File: src/hw/dtc_pkg.sv
// Package with register map, field positions and timing counts of the timer pair
package dtc_pkg;
  // Operating modes of one timer
  typedef enum logic [1:0] {
    DTC_MODE_13 = 2'b00,
    DTC_MODE_16 = 2'b01,
    DTC_MODE_RELOAD = 2'b10,
    DTC_MODE_SPLIT = 2'b11
  } dtc_mode_e;

  // Register byte offsets on the bus
  localparam logic [7:0] OFS_CTRL = 8'h00;
  localparam logic [7:0] OFS_MODE = 8'h04;
  localparam logic [7:0] OFS_LOW0 = 8'h08;
  localparam logic [7:0] OFS_LOW1 = 8'h0c;
  localparam logic [7:0] OFS_HIGH0 = 8'h10;
  localparam logic [7:0] OFS_HIGH1 = 8'h14;
  localparam logic [7:0] OFS_AUX = 8'h18;
  localparam logic [7:0] OFS_STATUS = 8'h1c;
  localparam logic [7:0] OFS_MASK = 8'h20;

  // Control register fields
  localparam int CTRL_OVF1 = 7;
  localparam int CTRL_RUN1 = 6;
  localparam int CTRL_OVF0 = 5;
  localparam int CTRL_RUN0 = 4;
  // Mode register fields: timer one in [7:4], timer zero in [3:0]
  localparam int MODE_GATE1 = 7;
  localparam int MODE_FUNC1 = 6;
  localparam int MODE_SEL1 = 4;
  localparam int MODE_GATE0 = 3;
  localparam int MODE_FUNC0 = 2;
  localparam int MODE_SEL0 = 0;
  // Auxiliary register fields
  localparam int AUX_FAST0 = 7;
  localparam int AUX_FAST1 = 6;
  localparam int AUX_CKOE1 = 1;
  localparam int AUX_CKOE0 = 0;

  // Reset values
  localparam logic [7:0] RST_BYTE = 8'h00;
  localparam logic [1:0] RST_IRQ = 2'h0;

  // Slow timer rate: one tick per this many system clocks
  localparam logic [3:0] PRESCALE_DIV = 4'hc;
endpackage

File: src/hw/dtc_edge_detect.sv
// Falling-edge sampler for an external count pin
`timescale 1ns/1ps
module dtc_edge_detect (
  input wire logic pclk,
  input wire logic presetn,
  input wire logic sample_en,
  input wire logic pin,
  output logic edge_pulse
);
  logic prev_ff;
  logic pulse_ff;
  logic detect;

  // High sample then low sample at timer rate
  assign detect = sample_en & prev_ff & ~pin;
  assign edge_pulse = pulse_ff;

  // pin sampled on ticks; pulse lags detection one cycle
  always_ff @(posedge pclk or negedge presetn)
  begin
    if (!presetn)
    begin
      prev_ff <= 1'b0;
      pulse_ff <= 1'b0;
    end
    else
    begin
      if (sample_en)
        prev_ff <= pin;
      pulse_ff <= detect;
    end
  end

  property p_edge_late;
    @(posedge pclk) disable iff (!presetn)
    (sample_en && prev_ff && !pin) |=> edge_pulse ##1 !edge_pulse;
  endproperty
  a_edge_late: assert property (p_edge_late) else $error("edge pulse not one cycle late");
endmodule

File: src/hw/dtc_prescale.sv
// Divide-by-twelve tick generator for the slow timer rate
`timescale 1ns/1ps
module dtc_prescale (
  input wire logic pclk,
  input wire logic presetn,
  output logic tick
);
  logic [3:0] cnt_ff;
  logic [3:0] nxt_cnt;
  logic wrap;

  // Wrap after the last count of the period
  assign wrap = (cnt_ff == (dtc_pkg::PRESCALE_DIV - 4'h1));
  assign nxt_cnt = wrap ? 4'h0 : cnt_ff + 4'h1;
  assign tick = wrap;

  // Free-running so both timers share one phase
  always_ff @(posedge pclk or negedge presetn)
  begin
    if (!presetn)
      cnt_ff <= 4'h0;
    else
      cnt_ff <= nxt_cnt;
  end

  property p_tick_period;
    @(posedge pclk) disable iff (!presetn)
    tick |=> (!tick)[*8] ##1 !tick ##1 !tick ##1 !tick ##1 tick;
  endproperty
  a_tick_period: assert property (p_tick_period) else $error("tick period not twelve");
endmodule

File: src/hw/dtc_top.sv
// Dual timer/counter pair with APB register access
//
// Behaviour
// Timer ticks every twelve clocks, or each clock
// Counter samples pin, counts high-then-low transitions
// Counted edge lands one cycle after detection
// Mode zero: 13-bit count, rollover sets flag
// Count only if run and gate allows
// Mode one: full 16-bit count
// Mode two: low byte reloads from high
// Reload leaves high byte untouched
// Timer one in mode three holds count
// Split mode: low byte uses timer zero controls
// Split high byte: ticks only, timer one's flag
// Clock out divides by 2n times reload span
// Two-bit field selects the four modes
// Vector acknowledge clears flag; software writes it
// Function bit selects internal tick or pin
// Clock output enable drives the pin; here only while the function bit selects the timer
// Thirteen bits: high byte plus low five bits
// Clock out toggles on each reload overflow
`timescale 1ns/1ps
module dtc_top (
  input wire logic pclk,
  input wire logic presetn,
  input wire logic psel,
  input wire logic penable,
  input wire logic pwrite,
  input wire logic [7:0] paddr,
  input wire logic [31:0] pwdata,
  output logic [31:0] prdata,
  output logic pready,
  output logic pslverr,
  input wire logic count_pin_zero,
  input wire logic count_pin_one,
  input wire logic external_gate_pin_zero,
  input wire logic external_gate_pin_one,
  input wire logic vector_ack_zero,
  input wire logic vector_ack_one,
  output logic overflow_flag_zero,
  output logic overflow_flag_one,
  output logic clock_out_zero,
  output logic clock_out_zero_oe,
  output logic clock_out_one,
  output logic clock_out_one_oe,
  output logic irq
);
  logic [7:0] low0_ff;
  logic [7:0] high0_ff;
  logic [7:0] low1_ff;
  logic [7:0] high1_ff;
  logic [7:0] mode_ff;
  logic [7:0] aux_ff;
  logic run0_ff;
  logic run1_ff;
  logic ovf0_ff;
  logic ovf1_ff;
  logic clk0_ff;
  logic clk1_ff;
  logic [1:0] status_ff;
  logic [1:0] mask_ff;
  logic [31:0] rdata_ff;

  logic [7:0] nxt_low0;
  logic [7:0] nxt_high0;
  logic [7:0] nxt_low1;
  logic [7:0] nxt_high1;
  logic nxt_ovf0;
  logic nxt_ovf1;
  logic [1:0] nxt_status;
  logic [31:0] nxt_rdata;

  // One increment in the given mode: {overflow, high, low}
  function automatic logic [16:0] dtc_step(
    input logic [1:0] mode,
    input logic [7:0] lo,
    input logic [7:0] hi
  );
    logic [12:0] s13;
    logic [15:0] s16;
    logic [16:0] res;
    s13 = {hi, lo[4:0]} + 13'h1;
    s16 = {hi, lo} + 16'h1;
    res = {1'b0, hi, lo};
    // mode field decode
    case (mode)
      // high byte over low five bits
      dtc_pkg::DTC_MODE_13: res = {&{hi, lo[4:0]}, s13[12:5], lo[7:5], s13[4:0]};
      dtc_pkg::DTC_MODE_16: res = {&{hi, lo}, s16};
      // overflow reloads low byte; R8: high byte kept
      dtc_pkg::DTC_MODE_RELOAD: res = {&lo, hi, (&lo) ? hi : lo + 8'h1};
      default: res = {&lo, hi, lo + 8'h1};
    endcase
    return res;
  endfunction

  // Bus phase and address decode
  logic setup_ph;
  logic access_ph;
  logic hit;
  logic wr;
  logic rd;
  assign setup_ph = psel & ~penable;
  assign access_ph = psel & penable;
  assign hit = (paddr == dtc_pkg::OFS_CTRL) || (paddr == dtc_pkg::OFS_MODE) ||
    (paddr == dtc_pkg::OFS_LOW0) || (paddr == dtc_pkg::OFS_LOW1) ||
    (paddr == dtc_pkg::OFS_HIGH0) || (paddr == dtc_pkg::OFS_HIGH1) ||
    (paddr == dtc_pkg::OFS_AUX) || (paddr == dtc_pkg::OFS_STATUS) ||
    (paddr == dtc_pkg::OFS_MASK);
  assign wr = access_ph & pwrite & hit;
  assign rd = access_ph & ~pwrite & hit;

  logic wr_ctrl;
  logic wr_mode;
  logic wr_low0;
  logic wr_low1;
  logic wr_high0;
  logic wr_high1;
  logic wr_aux;
  logic wr_mask;
  logic rd_status;
  assign wr_ctrl = wr & (paddr == dtc_pkg::OFS_CTRL);
  assign wr_mode = wr & (paddr == dtc_pkg::OFS_MODE);
  assign wr_low0 = wr & (paddr == dtc_pkg::OFS_LOW0);
  assign wr_low1 = wr & (paddr == dtc_pkg::OFS_LOW1);
  assign wr_high0 = wr & (paddr == dtc_pkg::OFS_HIGH0);
  assign wr_high1 = wr & (paddr == dtc_pkg::OFS_HIGH1);
  assign wr_aux = wr & (paddr == dtc_pkg::OFS_AUX);
  assign wr_mask = wr & (paddr == dtc_pkg::OFS_MASK);
  assign rd_status = rd & (paddr == dtc_pkg::OFS_STATUS);

  // Zero wait states; unmapped addresses answer with an error
  assign pready = 1'b1;
  assign pslverr = access_ph & ~hit;

  // Field views of the configuration registers
  logic [1:0] mode0;
  logic [1:0] mode1;
  logic func0;
  logic func1;
  logic gate0;
  logic gate1;
  logic fast0;
  logic fast1;
  logic split0;
  assign mode0 = mode_ff[dtc_pkg::MODE_SEL0 +: 2];
  assign mode1 = mode_ff[dtc_pkg::MODE_SEL1 +: 2];
  assign func0 = mode_ff[dtc_pkg::MODE_FUNC0];
  assign func1 = mode_ff[dtc_pkg::MODE_FUNC1];
  assign gate0 = mode_ff[dtc_pkg::MODE_GATE0];
  assign gate1 = mode_ff[dtc_pkg::MODE_GATE1];
  assign fast0 = aux_ff[dtc_pkg::AUX_FAST0];
  assign fast1 = aux_ff[dtc_pkg::AUX_FAST1];
  assign split0 = (mode0 == dtc_pkg::DTC_MODE_SPLIT);

  // Timer-rate ticks shared by timer and counter functions
  logic tick12;
  logic tick0;
  logic tick1;
  logic edge0;
  logic edge1;

  dtc_prescale u_prescale (
    .pclk(pclk),
    .presetn(presetn),
    .tick(tick12)
  );

  // slow or fast tick per timer
  assign tick0 = fast0 | tick12;
  assign tick1 = fast1 | tick12;

  // pins sampled at timer rate
  dtc_edge_detect u_edge0 (
    .pclk(pclk),
    .presetn(presetn),
    .sample_en(tick0),
    .pin(count_pin_zero),
    .edge_pulse(edge0)
  );

  dtc_edge_detect u_edge1 (
    .pclk(pclk),
    .presetn(presetn),
    .sample_en(tick1),
    .pin(count_pin_one),
    .edge_pulse(edge1)
  );

  // Count sources and gating
  logic src0;
  logic src1;
  logic en0;
  logic en1;
  logic inc0;
  logic inc0h;
  logic inc1;
  // function bit picks tick or pin edge
  assign src0 = func0 ? edge0 : tick0;
  assign src1 = func1 ? edge1 : tick1;
  // run bit and gate qualify the input
  assign en0 = run0_ff & (~gate0 | external_gate_pin_zero);
  assign en1 = run1_ff & (~gate1 | external_gate_pin_one);
  // low byte keeps timer zero's controls in split mode
  assign inc0 = src0 & en0;
  // split high byte runs on ticks under timer one's run bit
  assign inc0h = split0 & tick0 & run1_ff;
  // timer one stops in mode three
  assign inc1 = src1 & en1 & (mode1 != dtc_pkg::DTC_MODE_SPLIT);

  // Stepped values for both timers
  logic [16:0] step0;
  logic [16:0] step1;
  logic ovf_ev0;
  logic ovf_ev1;
  logic tog0;
  logic tog1;
  assign step0 = dtc_step(mode0, low0_ff, high0_ff);
  assign step1 = dtc_step(mode1, low1_ff, high1_ff);
  // rollover sets overflow event
  assign ovf_ev0 = inc0 & step0[16];
  // split high byte takes over timer one's flag
  assign ovf_ev1 = split0 ? (inc0h & (&high0_ff)) : (inc1 & step1[16]);
  // toggle on each auto-reload overflow
  assign tog0 = ovf_ev0 & (mode0 == dtc_pkg::DTC_MODE_RELOAD);
  assign tog1 = inc1 & step1[16] & (mode1 == dtc_pkg::DTC_MODE_RELOAD);

  // Count next values; a software write beats a same-cycle count
  // 16-bit and other modes via the step function, except the split high byte
  assign nxt_low0 = wr_low0 ? pwdata[7:0] : (inc0 ? step0[7:0] : low0_ff);
  assign nxt_high0 = wr_high0 ? pwdata[7:0] :
    split0 ? (inc0h ? high0_ff + 8'h1 : high0_ff) :
    (inc0 ? step0[15:8] : high0_ff);
  assign nxt_low1 = wr_low1 ? pwdata[7:0] : (inc1 ? step1[7:0] : low1_ff);
  assign nxt_high1 = wr_high1 ? pwdata[7:0] : (inc1 ? step1[15:8] : high1_ff);

  // hardware set wins, then software write, then vector clear
  assign nxt_ovf0 = ovf_ev0 ? 1'b1 :
    (wr_ctrl ? pwdata[dtc_pkg::CTRL_OVF0] : (vector_ack_zero ? 1'b0 : ovf0_ff));
  assign nxt_ovf1 = ovf_ev1 ? 1'b1 :
    (wr_ctrl ? pwdata[dtc_pkg::CTRL_OVF1] : (vector_ack_one ? 1'b0 : ovf1_ff));

  // Sticky events; a read clears but a new event still lands
  assign nxt_status = {ovf_ev1, ovf_ev0} | (rd_status ? 2'h0 : status_ff);

  // Read data mux, captured in the setup phase
  assign nxt_rdata =
    (paddr == dtc_pkg::OFS_CTRL) ? {24'h0, ovf1_ff, run1_ff, ovf0_ff, run0_ff, 4'h0} :
    (paddr == dtc_pkg::OFS_MODE) ? {24'h0, mode_ff} :
    (paddr == dtc_pkg::OFS_LOW0) ? {24'h0, low0_ff} :
    (paddr == dtc_pkg::OFS_LOW1) ? {24'h0, low1_ff} :
    (paddr == dtc_pkg::OFS_HIGH0) ? {24'h0, high0_ff} :
    (paddr == dtc_pkg::OFS_HIGH1) ? {24'h0, high1_ff} :
    (paddr == dtc_pkg::OFS_AUX) ? {24'h0, aux_ff[7:6], 4'h0, aux_ff[1:0]} :
    (paddr == dtc_pkg::OFS_STATUS) ? {30'h0, status_ff} :
    (paddr == dtc_pkg::OFS_MASK) ? {30'h0, mask_ff} : 32'h0;

  // Count registers
  always_ff @(posedge pclk or negedge presetn)
  begin
    if (!presetn)
    begin
      low0_ff <= dtc_pkg::RST_BYTE;
      high0_ff <= dtc_pkg::RST_BYTE;
      low1_ff <= dtc_pkg::RST_BYTE;
      high1_ff <= dtc_pkg::RST_BYTE;
    end
    else
    begin
      low0_ff <= nxt_low0;
      high0_ff <= nxt_high0;
      low1_ff <= nxt_low1;
      high1_ff <= nxt_high1;
    end
  end

  // Control, configuration and flags
  always_ff @(posedge pclk or negedge presetn)
  begin
    if (!presetn)
    begin
      mode_ff <= dtc_pkg::RST_BYTE;
      aux_ff <= dtc_pkg::RST_BYTE;
      run0_ff <= 1'b0;
      run1_ff <= 1'b0;
      ovf0_ff <= 1'b0;
      ovf1_ff <= 1'b0;
    end
    else
    begin
      if (wr_mode)
        mode_ff <= pwdata[7:0];
      if (wr_aux)
        aux_ff <= pwdata[7:0];
      if (wr_ctrl)
        run0_ff <= pwdata[dtc_pkg::CTRL_RUN0];
      if (wr_ctrl)
        run1_ff <= pwdata[dtc_pkg::CTRL_RUN1];
      ovf0_ff <= nxt_ovf0;
      ovf1_ff <= nxt_ovf1;
    end
  end

  // Interrupt status, mask and read data
  always_ff @(posedge pclk or negedge presetn)
  begin
    if (!presetn)
    begin
      status_ff <= dtc_pkg::RST_IRQ;
      mask_ff <= dtc_pkg::RST_IRQ;
      rdata_ff <= 32'h0;
    end
    else
    begin
      status_ff <= nxt_status;
      if (wr_mask)
        mask_ff <= pwdata[1:0];
      if (setup_ph)
        rdata_ff <= nxt_rdata;
    end
  end

  // toggling on reload overflow halves the overflow rate
  always_ff @(posedge pclk or negedge presetn)
  begin
    if (!presetn)
    begin
      clk0_ff <= 1'b0;
      clk1_ff <= 1'b0;
    end
    else
    begin
      if (tog0)
        clk0_ff <= ~clk0_ff;
      if (tog1)
        clk1_ff <= ~clk1_ff;
    end
  end

  // Outputs
  assign prdata = rdata_ff;
  assign overflow_flag_zero = ovf0_ff;
  assign overflow_flag_one = ovf1_ff;
  assign irq = |(status_ff & mask_ff);
  assign clock_out_zero = clk0_ff;
  assign clock_out_one = clk1_ff;
  // pin driven only with enable set and timer function
  assign clock_out_zero_oe = aux_ff[dtc_pkg::AUX_CKOE0] & ~func0;
  assign clock_out_one_oe = aux_ff[dtc_pkg::AUX_CKOE1] & ~func1;

  // Checks
  property p_mode13_ovf;
    @(posedge pclk) disable iff (!presetn)
    (inc0 && mode0 == dtc_pkg::DTC_MODE_13 && &{high0_ff, low0_ff[4:0]} && !wr_ctrl)
      |=> ovf0_ff && high0_ff == 8'h00 && low0_ff[4:0] == 5'h00;
  endproperty
  a_mode13_ovf: assert property (p_mode13_ovf) else $error("13-bit rollover wrong");

  property p_gate_hold;
    @(posedge pclk) disable iff (!presetn)
    (!run0_ff && !wr_low0 && !split0) |=> $stable(low0_ff);
  endproperty
  a_gate_hold: assert property (p_gate_hold) else $error("count moved while stopped");

  property p_mode16_inc;
    @(posedge pclk) disable iff (!presetn)
    (inc1 && mode1 == dtc_pkg::DTC_MODE_16 && !wr_low1 && !wr_high1)
      |=> {high1_ff, low1_ff} == $past({high1_ff, low1_ff}) + 16'h1;
  endproperty
  a_mode16_inc: assert property (p_mode16_inc) else $error("16-bit step wrong");

  property p_reload;
    @(posedge pclk) disable iff (!presetn)
    (inc0 && mode0 == dtc_pkg::DTC_MODE_RELOAD && low0_ff == 8'hff && !wr_low0 && !wr_high0)
      |=> low0_ff == $past(high0_ff) && $stable(high0_ff);
  endproperty
  a_reload: assert property (p_reload) else $error("reload wrong");

  property p_one_stop;
    @(posedge pclk) disable iff (!presetn)
    (mode1 == dtc_pkg::DTC_MODE_SPLIT && !wr_low1 && !wr_high1) |=> $stable({high1_ff, low1_ff});
  endproperty
  a_one_stop: assert property (p_one_stop) else $error("timer one moved in mode three");

  property p_split_high;
    @(posedge pclk) disable iff (!presetn)
    (inc0h && high0_ff == 8'hff && !wr_high0) |=> ovf1_ff && high0_ff == 8'h00;
  endproperty
  a_split_high: assert property (p_split_high) else $error("split high overflow lost");

  property p_vector_clear;
    @(posedge pclk) disable iff (!presetn)
    (vector_ack_zero && !ovf_ev0 && !wr_ctrl) |=> !ovf0_ff;
  endproperty
  a_vector_clear: assert property (p_vector_clear) else $error("flag not cleared");

  property p_clk_toggle;
    @(posedge pclk) disable iff (!presetn)
    tog0 |=> clock_out_zero != $past(clock_out_zero);
  endproperty
  a_clk_toggle: assert property (p_clk_toggle) else $error("clock out missed toggle");

  property p_oe_off;
    @(posedge pclk) disable iff (!presetn)
    !aux_ff[dtc_pkg::AUX_CKOE1] |-> !clock_out_one_oe;
  endproperty
  a_oe_off: assert property (p_oe_off) else $error("clock out driven while disabled");

  c_reload: cover property (@(posedge pclk) disable iff (!presetn) tog0);
  c_split: cover property (@(posedge pclk) disable iff (!presetn) inc0h && ovf_ev1);
  c_edge: cover property (@(posedge pclk) disable iff (!presetn) func0 && inc0);
  c_irq: cover property (@(posedge pclk) disable iff (!presetn) $rose(irq));
endmodule

File: config.mk
export PLATFORM = sky130hd
export DESIGN_NAME = dtc_top
export DESIGN_NICKNAME = d
export VERILOG_FILES = /design/src/hw/dtc_pkg.sv /design/src/hw/dtc_edge_detect.sv /design/src/hw/dtc_prescale.sv /design/src/hw/dtc_top.sv
export SDC_FILE = /design/constraint.sdc
export NUM_CORES = 1
export LEC_CHECK = 0
export CAP_MARGIN = 0
export CORE_AREA = 2 2 93 95
export CTS_BUF_LIST = sky130_fd_sc_hd__clkbuf_2 sky130_fd_sc_hd__clkbuf_4 sky130_fd_sc_hd__clkbuf_8
export CTS_CLUSTER_SIZE = 12
export DETAILED_ROUTE_END_ITERATION = 10
export DIE_AREA = 0 0 95 97
export DONT_BUFFER_PORTS = 1
export PLACE_DENSITY = 0.75
export SLEW_MARGIN = 20
export SYNTH_ARGS = -nofsm -noshare
export SYNTH_HDL_FRONTEND = slang
export SYNTH_SLANG_ARGS = --single-unit
File: constraint.sdc
create_clock -name pclk -period 5.5 [get_ports pclk]
set_clock_uncertainty 0.2 [all_clocks]
set_input_delay 0.825 -clock pclk [delete_from_list [all_inputs] [get_ports pclk]]
set_output_delay 0.825 -clock pclk [all_outputs]
set_load 0.005 [all_outputs]
==> out/metrics.csv, run 1 <==
metric,value,unit
# hold bufs at CTS,1,
status,completed,
Cell variety after synth,72,
# placed instances,647,
Fmax,308.7,MHz
Clock Tree Buf Depth,2,
worst-path maximum fanout,11,
total gr overflow,0,
cells after synthesis,570,
DIE HEIGHT,97,um
Fin Setup TNS,0,ps
drt pass-1 iters,5,
"Slowest-stage cell, CP",nor2_1,
pre-CTS setup slack,1962,ps
dpl hpwl,10130,um
number of max-cap violations,0,
"EDFF count, synth",0,
post-CTS resize count,0,
layout cells sized above 1,11.27,%
ant diodes,0,
"Design Area, Final",4996,um2
CP cell instances,or4_1 -> a21oi_2 -> nand2_1 -> nor2_1 -> mux2_2,
"Async S/R FF share, synth",100.0,%
DRC Markers,0,
Pint,0.7529,mW
starting density of the core,59.64,%
# port buffers,0,
Hold WS,139.1,ps
largest net degree at the start of global routing,71,
# rows,33,
Buf/Inv on CP,0,
part of the cycle the worst path needs,58.89,%
"Largest stage delay, worst path",810,ps
cell area after placement,4766,um2
Final Max Tran Viols,0,
Psw,0.2596,mW
Vias/cell,6.620,
antenna violations before repair,0,
vias in the first global route,4237,
Final Setup Violations,0,
CP endpoint kind,flip-flop,
1st-iter DRT viols,335,
final wirelength,13950,um
power share of the clock group,43.1,%
"antenna viol nets, final",0,
Power Total,1.013,mW
Fill cells,714,
first-pass GRT wire length,22320,um
htree depth,3,
fin nets,609,
HP Class,primary input to asynchronous set/reset pin,
CTS sink cnt,70,
synthesized area per cell,8.510,um2
routed length per instance,21.01,um
met3 wire len,1179,um
die width,95,um
Seq cells post-synth,70,
TritonCTS clock tree,done,
IO Pins,92,
WP data required,5540,ps
RD Place Congestion,1.004,
Max-slew headroom,32.74,%
wire length on met2,6745,um
pwr dens,202.7,nW/um2
P_leak,2.032,nW
Synth Flop Type,dfrtp_1,
CP startpoint kind,primary input,
VDD IR max,142.2,uV
met1 WL,5644,um
footprint of the multi-input gates,2834,um2
Layout area overhead,2.992,%
Worst Slack Setup Final,2261,ps
Final min period,3239,ps
CTS Root Buffer Type,clkbuf_8,
GRT Total Usage,31.52,%
critical path class,primary input to flip-flop,
RSZ-0062 raised after global routing,no,
register area,1752,um2
postcts setup bufs,0,
"delay-heaviest family, CP",simple AND/OR/NAND/NOR gates,
die area,9215,um2
Logic pwr share,4.8,%
Layout Utilization,61.42,%
Least-Margin Pin Slew,1005,ps
sequential share of power,52.2,%
vias,4396,
clk_lat worst skew,350,ps
Clock transition at path regs,80,ps
"Cell Area, Synth",4851,um2
top sig layer,met4,
synth warn,0,
Net Sw Frac,25.64,%
crit path DAT,3280,ps
Fin. Hold Viols,0,
core area,8134,um2
"Seq/Total Area, Yosys",36.11,%
total CTS buffers,9,
Finished Layout Cells,664,
path summary, 6_finish.rpt:
check,slack [ps],end,depth (start not counted),start
setup reg to reg,2490,high0_ff[5],7,u_prescale.cnt_ff[0]
min in group pclk,260,u_prescale.cnt_ff[0],1,u_prescale.cnt_ff[0]
hold / removal,140,high0_ff[1],1,presetn
hold reg to reg,260,u_prescale.cnt_ff[0],1,u_prescale.cnt_ff[0]
max in group asynchronous,4670,high1_ff[7],1,presetn
setup / recovery,2260,mode_ff[2],5,paddr[7]
synth_stat cells (all sizes together), types with 6 or more instances:
library cell	number	area share, %
nand2	75	5.9
dfrtp	70	36
a21oi	44	4.6
o21ai	44	4.5
nor2	43	3.5
buf	34	4.9
mux2	24	5.6
nand3	20	2.3
clkbuf	17	1.3
nor3	17	2.3
inv	13	1.0
xnor2	11	2.0
nand2b	10	1.3
o22ai	10	1.3
nand4	8	1.0
xor2	8	1.4
and3	6	0.77
nor2b	6	0.77
nor4	6	1.1
or2	6	0.77
state kept, by name (all words and copies together), names as in the netlist, 2 cells and up:
name,count
mask_ff,2
aux_ff,4
high1_ff,8
prdata,8
low0_ff,8
low1_ff,8
high0_ff,8
mode_ff,8
status_ff,2
u_prescale.cnt_ff,4
cells by family after synthesis:
| kind of cell | count (synthesis) | synth area share (%) |
|---|---|---|
| AO/OA/AOI/OAI | 159 | 21.12 |
| other | 2 | 0.1548 |
| adder cells (fa/ha/maj) | 4 | 1.032 |
| multiplexers | 29 | 6.603 |
| flip-flops | 70 | 36.11 |
| buffers and inverters | 64 | 7.248 |
| AND/OR/NAND/NOR | 223 | 24.30 |
| XOR/XNOR | 19 | 3.430 |
metal layers:
metal  up-vias  GRT usage (%)
met3        34          6.854
met5         -              0
met2       224          49.75
met1      2125          42.18
met4         0          11.93
li1       2013              -
layout make-up:
class	count	share of cell area, %
Clock inverter	6	1.427
Tap cell	105	2.630
Timing Repair Buffer	1	0.5510
Inverter	13	0.9767
Clock buffer	10	2.630
Sequential cell	70	35.06
Multi-Input combinational cell	459	56.72
placed cells by master, fill, tap and decap left out, drive strengths merged, types with 5 or more instances in the layout:
cell and n:
dfrtp 70, nand2 75, nor4 6, nand3 20
o21ai 44, a21oi 44, mux2 24, mux2i 5
xnor2 11, nand4 8, nor3 17, and3 6
inv 14, or2 6, clkbuf 10, nor2 43
a221oi 5, a31oi 5, a211oi 5, nor2b 6
conb 25, nand2b 10, o22ai 10, xor2 8
power groups by stage:
stage / Sequential [mW] / Combinational [mW] / Clock (mW)
final: 0.528 / 0.0483 / 0.436
after detailed placement: 0.538 / 0.0354 / 0
after floorplan: 0.534 / 0.0469 / 0
after CTS: 0.528 / 0.0485 / 0.440
after global placement: 0.538 / 0.0350 / 0
after global routing: 0.529 / 0.0550 / 0.465
Note: power is estimated with default switching activity, not from simulation.
==> inputs of run 2 (changes only) <==
Settings changed: ABC_AREA from default to 1, CORE_AREA 2 2 93 95 to 2 2 100 102, DIE_AREA 0 0 95 97 to 0 0 102 104, PLACE_DENSITY 0.75 to 0.74.
Clock period 5.5 ns to 3.4 ns, I/O delays scaled along.
==> out/metrics.csv, run 2 <==
metric,value,unit,change
GRT Total Usage,33.18,%,+1.7 points
routed length per instance,16.66,um,-21%
antenna violations before repair,0,,unchanged
CP endpoint,overflow_flag_zero,,
CP endpoint kind,flip-flop,,
Final min period,2464,ps,
largest net degree at the start of global routing,71,,unchanged
Final Max Tran Viols,0,,unchanged
Seq cells post-synth,70,,unchanged
vias,5837,,+33%
"Cell Area, Synth",5542,um2,+14%
part of the cycle the worst path needs,72.46,%,
post-CTS resize count,0,,unchanged
first-pass GRT wire length,27270,um,+22%
"Async S/R FF share, synth",100.0,%,unchanged
worst-path maximum fanout,10,,-1
Clock Tree Buf Depth,2,,unchanged
"Seq/Total Area, Yosys",31.61,%,-4.5 points
Psw,0.4428,mW,+71%
TritonCTS clock tree,done,,
Finished Layout Cells,1017,,+53%
DRC Markers,0,,unchanged
die area,10610,um2,+15%
RD Place Congestion,0.9753,,-2.8%
Pint,1.208,mW,+60%
clk_lat worst skew,370,ps,+20 ps
vias in the first global route,5364,,+27%
synth warn,0,,unchanged
htree depth,3,,unchanged
RSZ-0062 raised after global routing,no,,
postcts setup bufs,0,,unchanged
worst-case reg-to-reg path depth,9,,+2
drt pass-1 iters,10,,+5
Fin Setup TNS,0,ps,unchanged
"area leader, netlist",dfrtp_1,,
IO Pins,92,,unchanged
P_leak,2.799,nW,+38%
reg2reg setup slack,940,ps,-1550 ps
final wirelength,16940,um,+21%
Max-slew headroom,49.77,%,+17 points
crit path DAT,2560,ps,-720 ps
most frequent cells after synthesis,"nand2_1, nand3_1, inv_1, nor2_1, dfrtp_1",,
pwr dens,286.0,nW/um2,+41%
Net Sw Frac,26.83,%,+1.2 points
synthesized area per cell,6.283,um2,-26%
1st-iter DRT viols,562,,+68%
WP data required,3500,ps,-2040 ps
fin nets,934,,+53%
Synth Flop Type,dfrtp_1,,
Cell variety after synth,37,,-49%
DIE HEIGHT,104,um,+7.2%
total CTS buffers,9,,unchanged
Layout area overhead,4.132,%,
ant diodes,0,,unchanged
core area,9549,um2,+17%
layout cells sized above 1,4.977,%,-6.3 points
Logic pwr share,4.9,%,about the same
Power Total,1.650,mW,+63%
sequential share of power,51.4,%,-0.8 points
Final Setup Violations,0,,unchanged
CTS Root Buffer Type,clkbuf_8,,
CP startpoint,high0_ff[1],,
power share of the clock group,43.7,%,+0.6 points
Least-Margin Pin Slew,750.7,ps,-254.6 ps
status,completed,,
Clock transition at path regs,90,ps,about the same
largest cells by area after synthesis,"dfrtp_1, nand2_1, nand3_1, inv_1, o21ai_0",,
RR Endpoint,overflow_flag_zero,,
number of max-cap violations,0,,unchanged
critical path class,flip-flop to flip-flop,,
VDD IR max,225.3,uV,+58%
total gr overflow,0,,unchanged
HP Class,primary input to flip-flop,,
CP startpoint kind,flip-flop,,
# rows,36,,+9.1%
CTS sink cnt,70,,unchanged
# placed instances,997,,+54%
"commonest non-fill, non-tap cell in the layout",nand2_1,,
worst r2r src,high0_ff[1],,
Vias/cell,5.739,,-13%
"antenna viol nets, final",0,,unchanged
# port buffers,0,,unchanged
most frequent cells in the layout,"nand2_1, nand3_1, inv_1, nor2_1, dfrtp_1",,
Fin. Hold Viols,0,,unchanged
Fmax,405.9,MHz,
cells after synthesis,882,,+55%
dpl hpwl,12630,um,+25%
starting density of the core,58.03,%,-1.6 points
"EDFF count, synth",0,,unchanged
"count leader, synth",nand2_1,,
die width,102,um,+7.4%
Synth top area share,31.61,%,-4.5 points
-- run 2: cells by family after synthesis --
| group | Yosys count | share of synthesized area, % |
|---|---|---|
| AO/OA/AOI/OAI | 104 | 10.25 |
| XOR/XNOR | 5 | 0.7904 |
| adder cells (fa/ha/maj) | 4 | 0.9032 |
| buffers and inverters | 155 | 12.96 |
| flip-flops | 70 | 31.61 |
| other | 2 | 0.1355 |
| AND/OR/NAND/NOR | 542 | 43.35 |
-- run 2: final cells by class --
cell class	count	area, um2
fillers	933	3779
multi-input cells	680	3158
flip-flops and latches	70	1752
inverters	113	425.4
well taps	133	166.4
clock buffers	9	123.9
clock inverters	7	80.08
repair buffers	5	65.06
-- run 2: worst min path at each step --
stage              start              to  cells after the start
2_1_floorplan    presetn       aux_ff[0]                      0
3_3_place_gp     presetn      low0_ff[3]                      0
3_5_place_dp     presetn  clock_out_zero                      0
4_1_cts        pwdata[7]      mode_ff[7]                      2
5_1_grt        pwdata[4]         run0_ff                      2
6_report       pwdata[1]      low0_ff[1]                      2
-- run 2: critical path, stage by stage (launching register included) --
cell and delay [ps]:
dfrtp_1 590, ha_1 360, nand3_1 110, nor2_1 230, nand2_1 130, nor2_1 180
nor2_1 60, nor2_1 110, o21ai_0 230, o211ai_1 190
-- run 2: power by group through the flow --
| stage | Combinational [mW] | Sequential [mW] | Clock [mW] |
|---|---|---|---|
| after floorplan | 0.0685 | 0.861 | 0 |
| after global placement | 0.0545 | 0.865 | 0 |
| after detailed placement | 0.0565 | 0.865 | 0 |
| after CTS | 0.0813 | 0.849 | 0.731 |
| after global routing | 0.0932 | 0.850 | 0.767 |
| final | 0.0809 | 0.849 | 0.720 |
-- run 2: layer usage --
metal	track usage, %	share of wire (%)	vias up	wire, um
met5	0	0	-	0
met4	11.81	2.9	0	499
met3	6.317	8.7	53	1477
met2	51.41	48	283	8051
met1	46.11	41	2697	6913
li1	-	-	2804	-
-- run 2: per-stage QoR --
step	hold slack, ps	setup slack, ps	cell area [um2]	util (%)
3_3_place_gp	15.87	929.8	5509	57.69
5_1_grt	47.62	682.1	5771	60.43
6_report	61.30	936.4	5771	60.43
2_1_floorplan	14.41	1372	5628	-
3_5_place_dp	16.16	881.4	5509	57.69
4_1_cts	54.36	965.1	5771	60.43
-- run 2: repair_timing --
| item | in CTS | in global routing |
|---|---|---|
| hold endpoints to repair | 72 | 0 |
| hold buffers | 4 | 0 |
| endpoints found under the setup margin | 0 | 0 |
